==> src/hdl/pasl_pkg.sv <==
package pasl_pkg;
	localparam int PASL_NUM_PINS = 3;
	localparam int PASL_ADDR_LSB = 2;
	localparam logic [1:0] PASL_ADDR_BITS_W = 2'h3;
	localparam logic [2:0] PASL_ADDR_RESET = 3'h0;
	localparam logic [2:0] PASL_OE_INPUT = 3'h7;
	localparam int PASL_PIN_LINK = 0;
	localparam int PASL_PIN_TX = 1;
	localparam int PASL_PIN_RX = 2;
	localparam int PASL_SETTLE_NS = 8;
	localparam int PASL_CLK_NS = 4;
	localparam int PASL_SETTLE_CYC = (PASL_SETTLE_NS + PASL_CLK_NS - 1) / PASL_CLK_NS;
	typedef enum logic [1:0] {PASL_STRAP, PASL_SETTLE, PASL_DRIVE} pasl_phase_t;
endpackage : pasl_pkg

==> src/hdl/pasl_strap_led.sv <==
// What this block does
// - link pin straps address bit 2 after reset release
// - low level gives zero, high gives one
// - link pin lit while link valid
// - tx pin straps bit 3, then output
// - rx pin straps bit 4 after reset release
// - capture a short settle after reset end, then drive led
`timescale 1ns/1ps
`default_nettype none
module pasl_strap_led
	import pasl_pkg::*;
#(
	parameter int SETTLE_CYC = PASL_SETTLE_CYC
)(
	input  wire logic       clk,               // core clock
	input  wire logic       reset,             // async reset, active high
	input  wire logic       linkValid,         // link status
	input  wire logic       txActive,          // transmit activity
	input  wire logic       rxActive,          // receive activity
	input  wire logic       addr2_link_led_pin_i, // pin level in
	input  wire logic       addr3_tx_led_pin_i,   // pin level in
	input  wire logic       addr4_rx_led_pin_i,   // pin level in
	output var  logic       addr2_link_led_pin_o, // pin drive level
	output var  logic       addr3_tx_led_pin_o,   // pin drive level
	output var  logic       addr4_rx_led_pin_o,   // pin drive level
	output var  logic       addr2_link_led_pin_oe_n, // low while driving
	output var  logic       addr3_tx_led_pin_oe_n,   // low while driving
	output var  logic       addr4_rx_led_pin_oe_n,   // low while driving
	output var  logic [2:0] phyAddrHigh,       // address bits 4:2
	output var  logic       addrValid          // strap captured
);
	pasl_phase_t phase;
	logic [7:0]  settleCnt;
	logic        capture;
	logic        drive;
	logic [2:0]  pinIn;
	logic [2:0]  ledState;
	logic [2:0]  addrBits;
	logic [2:0]  pinOut;
	logic [2:0]  pinOe_n;

	assign pinIn    = {addr4_rx_led_pin_i, addr3_tx_led_pin_i, addr2_link_led_pin_i};
	assign ledState = {rxActive, txActive, linkValid};
	assign capture  = (phase == PASL_SETTLE) && (settleCnt == 8'(SETTLE_CYC - 1));
	assign drive    = (phase == PASL_DRIVE);

	// pins stay inputs for a short settle after release, then straps are caught
	always_ff @(posedge clk or posedge reset) begin
		if (reset) begin
			phase     <= PASL_STRAP;
			settleCnt <= 8'h00;
		end else begin
			unique case (phase)
				PASL_STRAP: begin
					phase <= PASL_SETTLE;
				end
				PASL_SETTLE: begin
					if (capture)
						phase <= PASL_DRIVE;
					else
						settleCnt <= settleCnt + 8'h01;
				end
				PASL_DRIVE: begin
					phase <= PASL_DRIVE;
				end
			endcase
		end
	end

	genvar g;
	generate
		for (g = 0; g < PASL_NUM_PINS; g++) begin : gPin
			pasl_pin_cell uCell (
				.clk      (clk),
				.reset    (reset),
				.capture  (capture),
				.drive    (drive),
				.ledState (ledState[g]),
				.pinIn    (pinIn[g]),
				.addrBit  (addrBits[g]),
				.pinOut   (pinOut[g]),
				.pinOe_n  (pinOe_n[g])
			);
		end
	endgenerate

	assign phyAddrHigh             = addrBits;
	assign addr2_link_led_pin_o    = pinOut[PASL_PIN_LINK];
	assign addr3_tx_led_pin_o      = pinOut[PASL_PIN_TX];
	assign addr4_rx_led_pin_o      = pinOut[PASL_PIN_RX];
	assign addr2_link_led_pin_oe_n = pinOe_n[PASL_PIN_LINK];
	assign addr3_tx_led_pin_oe_n   = pinOe_n[PASL_PIN_TX];
	assign addr4_rx_led_pin_oe_n   = pinOe_n[PASL_PIN_RX];

	always_ff @(posedge clk or posedge reset) begin
		if (reset)
			addrValid <= 1'b0;
		else if (capture)
			addrValid <= 1'b1;
	end

	a_strap_oe: assert property (@(posedge clk) disable iff (reset)
		!addrValid |-> (pinOe_n == PASL_OE_INPUT))
		else $error("pin driven before strap capture");
	a_capture_value: assert property (@(posedge clk) disable iff (reset)
		capture |=> (phyAddrHigh == $past(pinIn)))
		else $error("strap value not captured");
	a_link_led: assert property (@(posedge clk) disable iff (reset)
		drive |=> (addr2_link_led_pin_o == $past(linkValid)))
		else $error("link led wrong");
	a_tx_drive: assert property (@(posedge clk) disable iff (reset)
		capture |=> ##1 !addr3_tx_led_pin_oe_n)
		else $error("tx pin not output");
	a_rx_led: assert property (@(posedge clk) disable iff (reset)
		drive |=> (addr4_rx_led_pin_o == $past(rxActive)))
		else $error("rx led wrong");
	a_release_time: assert property (@(posedge clk) disable iff (reset)
		$rose(addrValid) |-> ##1 (pinOe_n == 3'h0))
		else $error("pins not switched to outputs");
	a_addr_hold: assert property (@(posedge clk) disable iff (reset)
		(addrValid && $past(addrValid)) |-> $stable(phyAddrHigh))
		else $error("address changed after capture");
	a_valid_stays: assert property (@(posedge clk) disable iff (reset)
		addrValid |=> addrValid)
		else $error("address valid dropped");

	// cycles since reset release, saturating; used only by the timing checks below
	logic [7:0] sinceRel;
	always_ff @(posedge clk or posedge reset) begin
		if (reset)
			sinceRel <= 8'h00;
		else if (sinceRel != 8'hff)
			sinceRel <= sinceRel + 8'h01;
	end

	a_capture_time: assert property (@(posedge clk) disable iff (reset)
		capture
		|-> (sinceRel == 8'(SETTLE_CYC)))
		else $error("strap capture at wrong cycle");

	a_capture_once: assert property (@(posedge clk) disable iff (reset)
		capture
		|=> !capture)
		else $error("second strap capture");

	a_valid_time: assert property (@(posedge clk) disable iff (reset)
		addrValid
		|-> (sinceRel > 8'(SETTLE_CYC)))
		else $error("address valid too early");

	a_input_window: assert property (@(posedge clk) disable iff (reset)
		(sinceRel <= 8'(SETTLE_CYC))
		|-> (pinOe_n == PASL_OE_INPUT))
		else $error("pin driven inside strap window");

	a_quiet_input: assert property (@(posedge clk) disable iff (reset)
		1'b1
		|-> ((pinOut & pinOe_n) == 3'h0))
		else $error("led level shown on input pin");

	a_oe_together: assert property (@(posedge clk) disable iff (reset)
		1'b1
		|-> ((pinOe_n == 3'h0) || (pinOe_n == PASL_OE_INPUT)))
		else $error("pins switched apart");

	a_tx_led: assert property (@(posedge clk) disable iff (reset)
		drive
		|=> (addr3_tx_led_pin_o == $past(txActive)))
		else $error("tx led wrong");

	a_link_oe: assert property (@(posedge clk) disable iff (reset)
		drive
		|=> !addr2_link_led_pin_oe_n)
		else $error("link pin not output");

	a_rx_oe: assert property (@(posedge clk) disable iff (reset)
		drive
		|=> !addr4_rx_led_pin_oe_n)
		else $error("rx pin not output");

	a_link_off: assert property (@(posedge clk) disable iff (reset)
		!drive
		|=> !addr2_link_led_pin_o)
		else $error("link led lit before drive");

	a_bit2_link: assert property (@(posedge clk) disable iff (reset)
		capture
		|=> (phyAddrHigh[0] == $past(addr2_link_led_pin_i)))
		else $error("address bit 2 not from link pin");

	a_bit3_tx: assert property (@(posedge clk) disable iff (reset)
		capture
		|=> (phyAddrHigh[1] == $past(addr3_tx_led_pin_i)))
		else $error("address bit 3 not from tx pin");

	a_bit4_rx: assert property (@(posedge clk) disable iff (reset)
		capture
		|=> (phyAddrHigh[2] == $past(addr4_rx_led_pin_i)))
		else $error("address bit 4 not from rx pin");

	a_addr_zero: assert property (@(posedge clk) disable iff (reset)
		!addrValid
		|-> (phyAddrHigh == PASL_ADDR_RESET))
		else $error("address set before capture");

	a_drive_valid: assert property (@(posedge clk) disable iff (reset)
		drive
		|-> addrValid)
		else $error("drive without captured address");

	a_settle_bound: assert property (@(posedge clk) disable iff (reset)
		1'b1
		|-> (settleCnt < 8'(SETTLE_CYC)))
		else $error("settle counter overran");

	c_tx_on: cover property (@(posedge clk) disable iff (reset) drive && addr3_tx_led_pin_o);
	c_rx_on: cover property (@(posedge clk) disable iff (reset) drive && addr4_rx_led_pin_o);
	c_capture: cover property (@(posedge clk) disable iff (reset) capture);
	c_link_on: cover property (@(posedge clk) disable iff (reset) drive && addr2_link_led_pin_o);
	c_addr_all: cover property (@(posedge clk) disable iff (reset) addrValid && phyAddrHigh == 3'h7);
endmodule : pasl_strap_led
`default_nettype wire

==> src/hdl/pasl_pin_cell.sv <==
`timescale 1ns/1ps
`default_nettype none
module pasl_pin_cell
	import pasl_pkg::*;
(
	input  wire logic clk,      // core clock
	input  wire logic reset,    // async reset, active high
	input  wire logic capture,  // one-cycle capture strobe
	input  wire logic drive,    // output role active
	input  wire logic ledState, // led status to show
	input  wire logic pinIn,    // pin level
	output var  logic addrBit,  // latched strap bit
	output var  logic pinOut,   // led drive level
	output var  logic pinOe_n   // low while driving
);
	always_ff @(posedge clk or posedge reset) begin
		if (reset)
			addrBit <= 1'b0;
		else if (capture)
			addrBit <= pinIn;
	end

	always_ff @(posedge clk or posedge reset) begin
		if (reset) begin
			pinOut  <= 1'b0;
			pinOe_n <= 1'b1;
		end else begin
			pinOut  <= drive & ledState;
			pinOe_n <= ~drive;
		end
	end
endmodule : pasl_pin_cell
`default_nettype wire

==> config.mk <==
export PLATFORM = sky130hd
export DESIGN_NAME = pasl_strap_led
export DESIGN_NICKNAME = d
export VERILOG_FILES = /design/src/hdl/pasl_pkg.sv /design/src/hdl/pasl_strap_led.sv /design/src/hdl/pasl_pin_cell.sv
export SDC_FILE = /design/constraint.sdc
export NUM_CORES = 1
export LEC_CHECK = 0
export BUFFER_PORTS_ARGS = -buffer_cell sky130_fd_sc_hd__buf_2
export CAP_MARGIN = 0
export CORE_MARGIN = 1
export CORE_UTILIZATION = 51
export CTS_CLUSTER_SIZE = 40
export DETAILED_ROUTE_END_ITERATION = 10
export GPL_ROUTABILITY_DRIVEN = 0
export GPL_TIMING_DRIVEN = 0
export HOLD_SLACK_MARGIN = 0.08
export PLACE_DENSITY_LB_ADDON = 0.2
export SLEW_MARGIN = 40
export SYNTH_ARGS = -nofsm -noshare
export SYNTH_HDL_FRONTEND = slang
export SYNTH_SLANG_ARGS = --single-unit
==> constraint.sdc <==
create_clock -name clk -period 2.3 [get_ports clk]
set_input_delay 0 -clock clk [delete_from_list [all_inputs] [get_ports clk]]
set_output_delay 0 -clock clk [all_outputs]
set_load 0.005 [all_outputs]
**Word-level counts from Yosys, hierarchy flattened**

Index checks and enable logic that the tools add are counted.

- Register bits: 18
- Input bits: 8
- Logic and storage cells: 25

- Reduce and logical (&&, ||, !) cells: 3
- Mux-type cells: 2
- Equal/unequal tests: 4
- Bitwise logic cells: 5
- Add/sub/neg operators: 1

Operator list:

| kind | count |
|---|---|
| $add 8x1->8 const B | 1 |
| $eq 8x1->1 const B | 1 |
| $pmux 2 s3 | 1 |
| $and 1x1->1 | 3 |
| $eq 2x1->1 const B | 1 |
| $eq 2x2->1 const B | 1 |
| $logic_not 2->1 | 1 |
| $mux 2 | 1 |
| $ne 2x2->1 const B | 1 |
| $not 1->1 | 2 |
| $reduce_and 2->1 | 1 |
| $logic_and 1x1->1 | 1 |

**Logic depth before layout (Yosys ltp)**

Gate-level depths: netlist (run 1).

- Depth in word-level cells: 4
- Gate-level depth with buffers: 5
- Gate-level depth less buffers: 5

**Modules after synthesis**

A second synthesis (run 1) with hierarchy kept.

- Cells, all modules: 66
- Area total of the unflattened synthesis: 864.6 µm²

By module, submodules not included:

| module | cells each | area each (µm²) | seq. area each (µm²) | instances |
|---|---|---|---|---|
| pasl_strap_led | 45 | 549.3 | 275.3 | 1 |
| pasl_pin_cell | 7 | 105.1 | 76.3 | 3 |

**Worst setup path before layout (run 1)**

OpenSTA, ideal clock, no wires.

- Path kind: reg2reg
- Start point: register settleCnt[1]
- End point: register gPin[0].uCell.addrBit
- Arrival time: 1870 ps
- Path slack: 305 ps
- Stages on the path, launching flop included: 6
- Setup time: 125 ps
- Required time: 2175 ps
- Cells stage by stage: dfrtp_1 inv_1 ha_1 or4b_4 or4_4 mux2_4

- Cells in the longest elaborated chain, start to end: 2

RTL lines:

| what | line | RTL |
|---|---|---|
| from (decl) | pasl_strap_led.sv:33 | `logic [7:0] settleCnt;` |
| from (signal assigned) | pasl_strap_led.sv:61 | `settleCnt <= settleCnt + 8'h01;` |
| $eq 8x1->1 | pasl_strap_led.sv:44 | `assign capture = (phase == PASL_SETTLE) && (settleCnt == 8'(SETTLE_CYC - 1));` |
| $logic_and 1x1->1 | pasl_strap_led.sv:44 |  |
| to (signal assigned) | pasl_pin_cell.sv:20 | `addrBit <= pinIn;` |
| to (decl) | pasl_pin_cell.sv:12 | `output var logic addrBit,` |

No other way between the ends.
A chain may end at the register's enable or synchronous reset.

**Final worst setup path (run 1)**

Ends and elaborated chain as after synthesis.

==> reports/qor.csv, run 1 <==
stage,metric,value,unit
outcome,outcome,completed,
routing,top sig layer,met4,
critical_path,crit end category,flip-flop,
global_routing,grt total ovfl,0,
final_layout,Final Util,67.9,%
power,Pleak,0.554,nW
critical_path,Critical-path top delay cell,or4_4,
cts,CTS tree,built,
final_layout,final net count,106,
critical_path,Worst path max stage delay,0.54,ns
critical_path,worst r2r dst,gPin[0].uCell.addrBit,
cts,clock root cell,clkbuf_4,
global_routing,number of global-route vias before repair,540,
routing,DR WL met3,40,um
logic_synthesis,Netlist cell types,23,
cts,CTS sink cnt,18,
routing,total wire length,1360,um
die,chip height,42.4,um
place,area of placed instances,938,um^2
routing,DR iter-0 viols,5,
die,Starting Density,54.7,%
critical_path,critical path arrival,2.26,ns
place,Port Buf Inserts,17,
critical_path,critical-path cell list,inv_1 -> ha_1 -> or4b_4 -> or4_4 -> mux2_4,
place,pre-CTS setup slack,0.230,ns
sta,clock skew,0.00315,ns
routing,drc violations,0,
sta,fmax,482,MHz
cts,H-tree Lvls,1,
logic_synthesis,Synth top area share,51.1,%
sta,final setup fails,0,
logic_synthesis,Post-synth EDFFs,0,
sta,"Hold Violations, Final",0,
routing,average vias per placed instance,5.04,
final_layout,post-route cell area,0.00103,mm^2
die,Die X-Extent,42.4,um
place,placed wire-length estimate,895,um
place,dpl cells,98,
routing,met1 wire length,555,um
logic_synthesis,syn_nets,77,
global_routing,largest net degree at the start of global routing,19,
logic_synthesis,post-synthesis sequential area ratio,54.2,%
cts,"Reg clk slew, reported paths",0.10,ns
sta,worst-margin pin slew,0.660,ns
sta,Max Transition Viols Final,0,
routing,met2 WL,721,um
cts,number of CTS-inserted buffers,3,
power,PD cells,506,mW/mm^2
sta,unrepaired setup endpoints after global routing,no,
logic_synthesis,Mapped Cells,65,
sta,post-layout worst setup margin,0.227,ns
cts,clk buf depth,2,
logic_synthesis,share of flip-flops with an asynchronous set or reset,100,%
logic_synthesis,synthesis-stage register bit count,18,
global_routing,first-pass GRT wire length,2300,um
logic_synthesis,post-synthesis cell area,833,um^2
critical_path,WP data required,2.49,ns
final_layout,filler cell count,119,
die,core box area,0.00152,mm^2
logic_synthesis,Main synth FF type,dfrtp_1,
routing,WL per Instance,12.4,um
sta,Slew HR,56.0,%
logic_synthesis,Ys Warns,0,
logic_synthesis,"area leader, netlist",dfrtp_1,
final_layout,# diodes,0,
routing,1st-pass router iterations,4,
logic_synthesis,syn avg cell area,12.8,um^2
sta,fin crit share,90.1,%
final_layout,"non-filler cells, final",109,
critical_path,critical setup path kind,flip-flop to flip-flop,
final_layout,fraction of layout cells with a size suffix above 1,36.6,%
die,die area,0.00180,mm^2
cts,"Clk Latency, worst-skew pair",0.29,ns
global_routing,initial antenna violation count,0,
critical_path,CP Launch Type,flip-flop,
routing,Final ANT Viol Nets,0,
critical_path,Reg2Reg Setup Slack,0.23,ns
critical_path,depth of the most critical reg-to-reg path,5,
sta,Setup Total Neg Slack,0,ns
global_routing,global-route usage over all layers,17.8,%
die,# IOs,18,
critical_path,reg2reg start,settleCnt[1],
power,maximum VDD drop,0.000256,V
routing,via count,549,
hold_path,hold crit path type,input pin to asynchronous set/reset pin,
die,# rows,14,
critical_path,CP Max Fanout,4,
flow_run,max_cap viols,0,
sta,Final Critical Period,2.07,ns
logic_synthesis,synth top area cells,"dfrtp_1, ha_1, mux2_4",
final_layout,P&R area growth vs syn,24.2,%
cts,# resized after CTS,0,
final_layout,most frequent cells in the layout,"dfrtp_1, buf_2, dlygate4sd3_1",
timing repair:
action,in CTS,in global routing
hold buffers,7,0
hold endpoints to repair,23,0
setup buffers,0,0
area by class of cell:
cell class	instances	area (um^2)	share of cell area, %
Buffer	5	37.5	3.63
Clock buffer	4	26.3	2.54
Inverter	5	18.8	1.81
Timing Repair Buffer	24	155	15.0
Multi-Input combinational cell	37	325	31.4
Tap cell	16	20.0	1.93
Sequential cell	18	452	43.7
worst max-delay path by stage:
stage	startpoint	endpoint	cells after the start
6_report	settleCnt[1]	gPin[0].uCell.addrBit	5
5_1_grt	settleCnt[1]	gPin[2].uCell.addrBit	5
4_1_cts	settleCnt[1]	gPin[0].uCell.addrBit	5
3_5_place_dp	settleCnt[1]	gPin[0].uCell.addrBit	5
3_3_place_gp	settleCnt[1]	gPin[1].uCell.addrBit	5
2_1_floorplan	settleCnt[1]	gPin[0].uCell.addrBit	5
state kept, by name, summed over array words and instances, names as in the netlist:
| name | count |
|---|---|
| gPin.uCell.pinOut | 3 |
| gPin.uCell.pinOe_n | 1 |
| gPin.uCell.addrBit | 3 |
| phase | 2 |
| settleCnt | 8 |
| addrValid | 1 |
metrics by stage:
stage / power (mW) / hold slack, ns
2_1_floorplan: 0.344 / -0.0622
3_5_place_dp: 0.357 / 0.124
6_report: 0.523 / 0.344
5_1_grt: 0.543 / 0.413
3_3_place_gp: 0.356 / 0.119
4_1_cts: 0.530 / 0.346
power by group:
group | internal [mW] | switching [mW]
clock network | 0.0675 | 0.0958
registers | 0.322 | 0.00211
logic | 0.0232 | 0.0131
total | 0.412 | 0.111
synth_stat cells, types with 2 or more instances:
| master | n |
|---|---|
| dfrtp_1 | 17 |
| mux2i_1 | 2 |
| and2_1 | 3 |
| inv_1 | 5 |
| ha_1 | 4 |
| xor2_1 | 3 |
| nand2_1 | 5 |
| xnor2_1 | 3 |
| nand4_1 | 2 |
| buf_4 | 5 |
| mux2_4 | 3 |
| nor2_1 | 2 |
per-layer routing:
metal / vias up / GRT usage (%)
li1: 267 / -
met4: 0 / 11.3
met5: - / 0
met3: 5 / 3.88
met1: 264 / 20.2
met2: 13 / 30.2
critical path: cells and delay by family, from the launching register on:
| kind | cells | cell delay (ns) |
|---|---|---|
| simple gates | 2 | 1.03 |
| fa+ha+maj | 1 | 0.13 |
| mux | 1 | 0.32 |
| buf+inv | 1 | 0.08 |
| flops | 1 | 0.41 |
cell families after synthesis:
kind of cell,synth area share [%]
AOI/OAI and AO/OA,3.90
xor gates and xnor gates,6.31
adders and majority gates,6.01
buffers and inverters,6.76
DFF,54.2
muxes,9.16
and+or+nand+nor,13.7
No activity file was read; power rests on OpenSTA's default activity.
==> run 2, diff against run 1 <==
--- a/config.mk
+++ b/config.mk
@@ -9,6 +9,7 @@
 export CAP_MARGIN = 0
 export CORE_MARGIN = 1
 export CORE_UTILIZATION = 51
+export CTS_BUF_LIST = sky130_fd_sc_hd__clkbuf_8 sky130_fd_sc_hd__clkbuf_16
 export CTS_CLUSTER_SIZE = 40
 export DETAILED_ROUTE_END_ITERATION = 10
 export GPL_ROUTABILITY_DRIVEN = 0
==> run 2 against run 1 <==
Against the previous run: clock power rose by 34%; combinational power barely moved; power rose by 11%; core utilization rose by 1.2 points; register-to-register slack barely moved; die area did not move; sequential share of layout area fell by 0.78 points; count of clock-buffer cells in the layout fell by 1; sequential power barely moved; clock skew barely moved; first-iteration DRC count fell by 40%; wire length fell by 0.30%; largest power group unchanged; highest routed layer unchanged.
==> reports/qor.csv, run 2 (synthesis results as in run 1) <==
stage,metric,value,unit,change
final_layout,most frequent cells in the layout,"dfrtp_1, buf_2, dlygate4sd3_1, inv_1",,"was dfrtp_1, buf_2, dlygate4sd3_1"
cts,CTS sink cnt,18,,unchanged
critical_path,crit end category,flip-flop,,unchanged
sta,"Hold Violations, Final",0,,unchanged
global_routing,global-route usage over all layers,17.8,%,about the same
cts,"Reg clk slew, reported paths",0.07,ns,was 0.10 ns
routing,Final ANT Viol Nets,0,,unchanged
critical_path,critical path arrival,2.21,ns,was 2.26 ns
routing,via count,546,,was 549
cts,H-tree Lvls,1,,unchanged
global_routing,initial antenna violation count,0,,unchanged
sta,Max Transition Viols Final,0,,unchanged
die,# IOs,18,,unchanged
die,# rows,14,,unchanged
flow_run,max_cap viols,0,,unchanged
final_layout,Largest regs,"settleCnt: 8 flops, gPin.uCell.addrBit: 3 flops, gPin.uCell.pinOut: 3 flops",,unchanged
power,maximum VDD drop,0.000316,V,was 0.000256 V
cts,Post-CTS Setup Inserts,0,,unchanged
outcome,outcome,completed,,unchanged
global_routing,largest net degree at the start of global routing,19,,unchanged
power,Pleak,0.566,nW,was 0.554 nW
routing,1st-pass router iterations,4,,unchanged
power,PD cells,549,mW/mm^2,was 506 mW/mm^2
routing,DR iter-0 viols,3,,was 5
die,die area,0.00180,mm^2,unchanged
sta,fmax,482,MHz,about the same
sta,clock skew,0.00357,ns,was 0.00315 ns
routing,total wire length,1350,um,was 1360 um
hold_path,hold crit path type,input pin to asynchronous set/reset pin,,unchanged
routing,WL per Instance,12.4,um,about the same
sta,Slew HR,56.9,%,was 56.0%
routing,average vias per placed instance,5.01,,was 5.04
sta,Final Critical Period,2.07,ns,about the same
final_layout,largest reg by FF count,settleCnt,,unchanged
cts,number of CTS-inserted buffers,3,,unchanged
die,Die X-Extent,42.4,um,unchanged
cts,"Clk Latency, worst-skew pair",0.25,ns,was 0.29 ns
cts,# resized after CTS,0,,unchanged
global_routing,number of global-route vias before repair,567,,was 540
die,Starting Density,54.7,%,unchanged
sta,unrepaired setup endpoints after global routing,no,,unchanged
critical_path,WP data required,2.44,ns,was 2.49 ns
critical_path,CP Launch Type,flip-flop,,unchanged
routing,drc violations,0,,unchanged
cts,clk buf depth,2,,unchanged
final_layout,fraction of layout cells with a size suffix above 1,36.6,%,unchanged
final_layout,final net count,106,,unchanged
sta,worst-margin pin slew,0.646,ns,was 0.660 ns
sta,Setup Total Neg Slack,0,ns,unchanged
final_layout,# diodes,0,,unchanged
die,chip height,42.4,um,unchanged
global_routing,first-pass GRT wire length,2300,um,unchanged
critical_path,CP Max Fanout,4,,unchanged
cts,CTS tree,built,,unchanged
final_layout,P&R area growth vs syn,26.4,%,was 24.2%
cts,clock root cell,clkbuf_8,,was clkbuf_4
power,PnR Total Power,0.579,mW,was 0.523 mW
sta,Hold Worst Slack,0.387,ns,was 0.344 ns
cts,Hold Buf Count CTS,7,,unchanged
sta,fin crit share,90.2,%,was 90.1%
die,core box area,0.00152,mm^2,unchanged
sta,final setup fails,0,,unchanged
global_routing,grt total ovfl,0,,unchanged
final_layout,max reg flops,8,,unchanged
place,placed wire-length estimate,895,um,unchanged
place,Port Buf Inserts,17,,unchanged
critical_path,critical setup path kind,flip-flop to flip-flop,,unchanged
==> run 2: power by group <==
| part | total [mW] | switching [mW] | internal [mW] | leakage, nW |
|---|---|---|---|---|
| combinational | 0.0364 | 0.0132 | 0.0232 | 0.321 |
| clock | 0.218 | 0.100 | 0.118 | 0.0269 |
| sequential | 0.324 | 0.00209 | 0.322 | 0.218 |
==> run 2: cell type report <==
type / instances / area [um^2]
Sequential cell: 18 / 452
Clock inverter: 1 / 3.75
Multi-Input combinational cell: 37 / 325
Clock buffer: 3 / 41.3
Buffer: 5 / 37.5
Timing Repair Buffer: 24 / 155
Tap cell: 16 / 20.0
Fill cell: 114 / 470
Inverter: 5 / 18.8
==> run 2: path summary, 6_finish.rpt <==
check	startpoint	end	slack, ns	depth (start not counted)
worst max-delay path	settleCnt[1]	gPin[0].uCell.addrBit	0.23	5
worst min-delay path	reset	gPin[1].uCell.addrBit	0.39	3
worst max register to register	settleCnt[1]	gPin[0].uCell.addrBit	0.23	5
worst min register to register	addrValid	addrValid	0.47	1
max in group asynchronous	reset	settleCnt[1]	1.50	3
min in group clk	addrValid	addrValid	0.47	1
==> run 2: metrics by stage <==
step	util (%)	instance area (um^2)	instances	worst slack, ns
5_1_grt	69.1	1050	109	0.174
3_3_place_gp	61.6	938	98	0.250
3_5_place_dp	61.6	938	98	0.230
4_1_cts	69.1	1050	109	0.223
6_report	69.1	1050	109	0.226
2_1_floorplan	-	833	65	0.305
==> run 2: critical path, stage by stage, from the launching register on <==
cell,delay [ns]
dfrtp_1,0.40
inv_1,0.08
ha_1,0.13
or4b_4,0.49
or4_4,0.54
mux2_4,0.32
==> run 2: layer usage <==
| layer | vias to the layer above | global-route usage, % | wire, um |
|---|---|---|---|
| li1 | 266 | - | - |
| met1 | 260 | 19.1 | 546 |
| met2 | 15 | 31.1 | 727 |
| met3 | 5 | 3.88 | 42 |
| met4 | 0 | 11.3 | 35 |
| met5 | - | 0 | 0 |
==> run 3, diff against run 2 <==
--- a/config.mk
+++ b/config.mk
@@ -5,7 +5,7 @@
 export SDC_FILE = /design/constraint.sdc
 export NUM_CORES = 1
 export LEC_CHECK = 0
-export BUFFER_PORTS_ARGS = -buffer_cell sky130_fd_sc_hd__buf_2
+export BUFFER_PORTS_ARGS = -buffer_cell sky130_fd_sc_hd__buf_4
 export CAP_MARGIN = 0
 export CORE_MARGIN = 1
 export CORE_UTILIZATION = 51
==> run 3 against run 2 <==
Against the previous run: final area is 4.0% higher; sequential share of layout area is 1.7 points lower; count of clock-buffer cells in the layout stayed put; hold slack better by 0.021 ns.
==> reports/qor.csv, run 3 (synthesis results as in run 1) <==
stage,metric,value,unit,change
outcome,outcome,completed,,unchanged
power,Internal,0.470,mW,was 0.464 mW
place,Port Buf Inserts,17,,unchanged
cts,CTS sink cnt,18,,unchanged
critical_path,WP data required,2.44,ns,about the same
power,clock share of power,37.2,%,was 37.7%
final_layout,final net count,106,,unchanged
global_routing,global-route usage over all layers,17.7,%,was 17.8%
critical_path,critical path arrival,2.20,ns,was 2.21 ns
power,maximum VDD drop,0.000342,V,was 0.000316 V
die,chip height,42.4,um,unchanged
power,Pleak,0.579,nW,was 0.566 nW
critical_path,crit end category,flip-flop,,unchanged
sta,fmax,485,MHz,was 482 MHz
cts,clock root cell,clkbuf_8,,unchanged
power,sequential power share,55.5,%,was 56.0%
cts,H-tree Lvls,1,,unchanged
power,PD cells,532,mW/mm^2,was 549 mW/mm^2
routing,DR iter-0 viols,5,,was 3
global_routing,grt total ovfl,0,,unchanged
final_layout,"commonest non-fill, non-tap cell in the layout",buf_4,,
global_routing,first-pass GRT wire length,2280,um,was 2300 um
die,core box area,0.00152,mm^2,unchanged
die,# rows,14,,unchanged
sta,unrepaired setup endpoints after global routing,no,,unchanged
final_layout,largest reg by FF count,settleCnt,,unchanged
power,Sw Share,19.5,%,was 19.9%
cts,clk buf depth,2,,unchanged
global_routing,largest net degree at the start of global routing,19,,unchanged
die,Starting Density,54.7,%,unchanged
sta,Max Transition Viols Final,0,,unchanged
sta,clock skew,0.00296,ns,was 0.00357 ns
die,# IOs,18,,unchanged
final_layout,Largest regs,"settleCnt: 8 flops, gPin.uCell.addrBit: 3 flops, gPin.uCell.pinOut: 3 flops",,unchanged
die,die area,0.00180,mm^2,unchanged
sta,fin crit share,89.6,%,was 90.2%
sta,Slew HR,56.5,%,was 56.9%
sta,worst-margin pin slew,0.652,ns,was 0.646 ns
final_layout,fraction of layout cells with a size suffix above 1,36.6,%,unchanged
critical_path,CP Max Fanout,4,,unchanged
cts,CTS tree,built,,unchanged
hold_path,hold crit path type,input pin to asynchronous set/reset pin,,unchanged
final_layout,# diodes,0,,unchanged
global_routing,initial antenna violation count,0,,unchanged
flow_run,max_cap viols,0,,unchanged
routing,WL per Instance,11.7,um,was 12.4 um
routing,average vias per placed instance,4.86,,was 5.01
sta,final setup fails,0,,unchanged
cts,Post-CTS Setup Inserts,0,,unchanged
sta,Hold Worst Slack,0.409,ns,was 0.387 ns
routing,total wire length,1280,um,was 1350 um
power,switching power total,0.114,mW,was 0.115 mW
critical_path,CP Launch Type,flip-flop,,unchanged
die,Die X-Extent,42.4,um,unchanged
critical_path,depth of the most critical reg-to-reg path,5,,unchanged
sta,Final Critical Period,2.06,ns,was 2.07 ns
cts,"Clk Latency, worst-skew pair",0.25,ns,about the same
global_routing,number of global-route vias before repair,521,,was 567
sta,"Hold Violations, Final",0,,unchanged
routing,drc violations,0,,unchanged
routing,1st-pass router iterations,2,,was 4
final_layout,max reg flops,8,,unchanged
cts,"Reg clk slew, reported paths",0.07,ns,about the same
final_layout,most frequent cells in the layout,"buf_4, dfrtp_1, dlygate4sd3_1, inv_1, nand2_1",,"was dfrtp_1, buf_2, dlygate4sd3_1, inv_1"
cts,number of CTS-inserted buffers,3,,unchanged
final_layout,P&R area growth vs syn,31.5,%,was 26.4%
power,Comb power frac,7.2,%,was 6.3%
critical_path,critical setup path kind,flip-flop to flip-flop,,unchanged
sta,Setup Total Neg Slack,0,ns,unchanged
routing,Final ANT Viol Nets,0,,unchanged
routing,via count,530,,was 546
-- run 3: cell counts in the layout (fill, tap and decap cells not counted) --
No cell type changed its count.
-- run 3: worst max-delay path, stage by stage, from the launching register on --
cell	delay [ns]
dfrtp_1	0.40
inv_1	0.08
ha_1	0.12
or4b_4	0.49
or4_4	0.54
mux2_4	0.32
-- run 3: worst paths after layout --
kind,startpoint,endpoint,slack [ns]
setup / recovery,settleCnt[1],gPin[0].uCell.addrBit,0.24
hold reg to reg,settleCnt[7],settleCnt[7],0.47
setup reg to reg,settleCnt[1],gPin[0].uCell.addrBit,0.24
hold / removal,reset,gPin[1].uCell.addrBit,0.41
max in group asynchronous,reset,settleCnt[1],1.47
min in group clk,settleCnt[7],settleCnt[7],0.47
-- run 3: routing by layer --
metal,vias to the layer above,GRT usage [%],part of all wire (%)
li1,266,-,-
met1,248,21.4,41
met2,13,28.3,53
met3,3,5.17,4.1
met4,0,9.38,1.8
met5,-,0,0
-- run 3: stage by stage --
step	worst slack, ns	util [%]	area [um^2]	cells	power, mW
finish	0.240	71.9	1100	109	0.583
global placement	0.250	64.4	981	98	0.363
floorplan	0.305	-	833	65	0.344
detailed placement	0.238	64.4	981	98	0.363
CTS	0.223	71.9	1100	109	0.593
global route	0.149	71.9	1100	109	0.611
-- run 3: layout make-up --
type	count	area, um^2
sequential	18	452
fill	103	428
multi-input combinational	37	325
timing repair buffer	24	198
clock buffer	3	41.3
buffer	5	37.5
tap	16	20.0
inverter	5	18.8
clock inverter	1	3.75
-- run 3: timing repair --
item,CTS,global route
hold buffers,7,0
resized for setup,0,0
endpoints found under the hold margin,23,0
-- run 3: power by group through the flow --
| stage | sequential (mW) | clock, mW | combinational [mW] |
|---|---|---|---|
| 6_report | 0.324 | 0.217 | 0.0423 |
| 5_1_grt | 0.324 | 0.241 | 0.0468 |
| 4_1_cts | 0.324 | 0.226 | 0.0431 |
| 3_5_place_dp | 0.330 | 0 | 0.0336 |
| 3_3_place_gp | 0.330 | 0 | 0.0330 |
| 2_1_floorplan | 0.330 | 0 | 0.0145 |
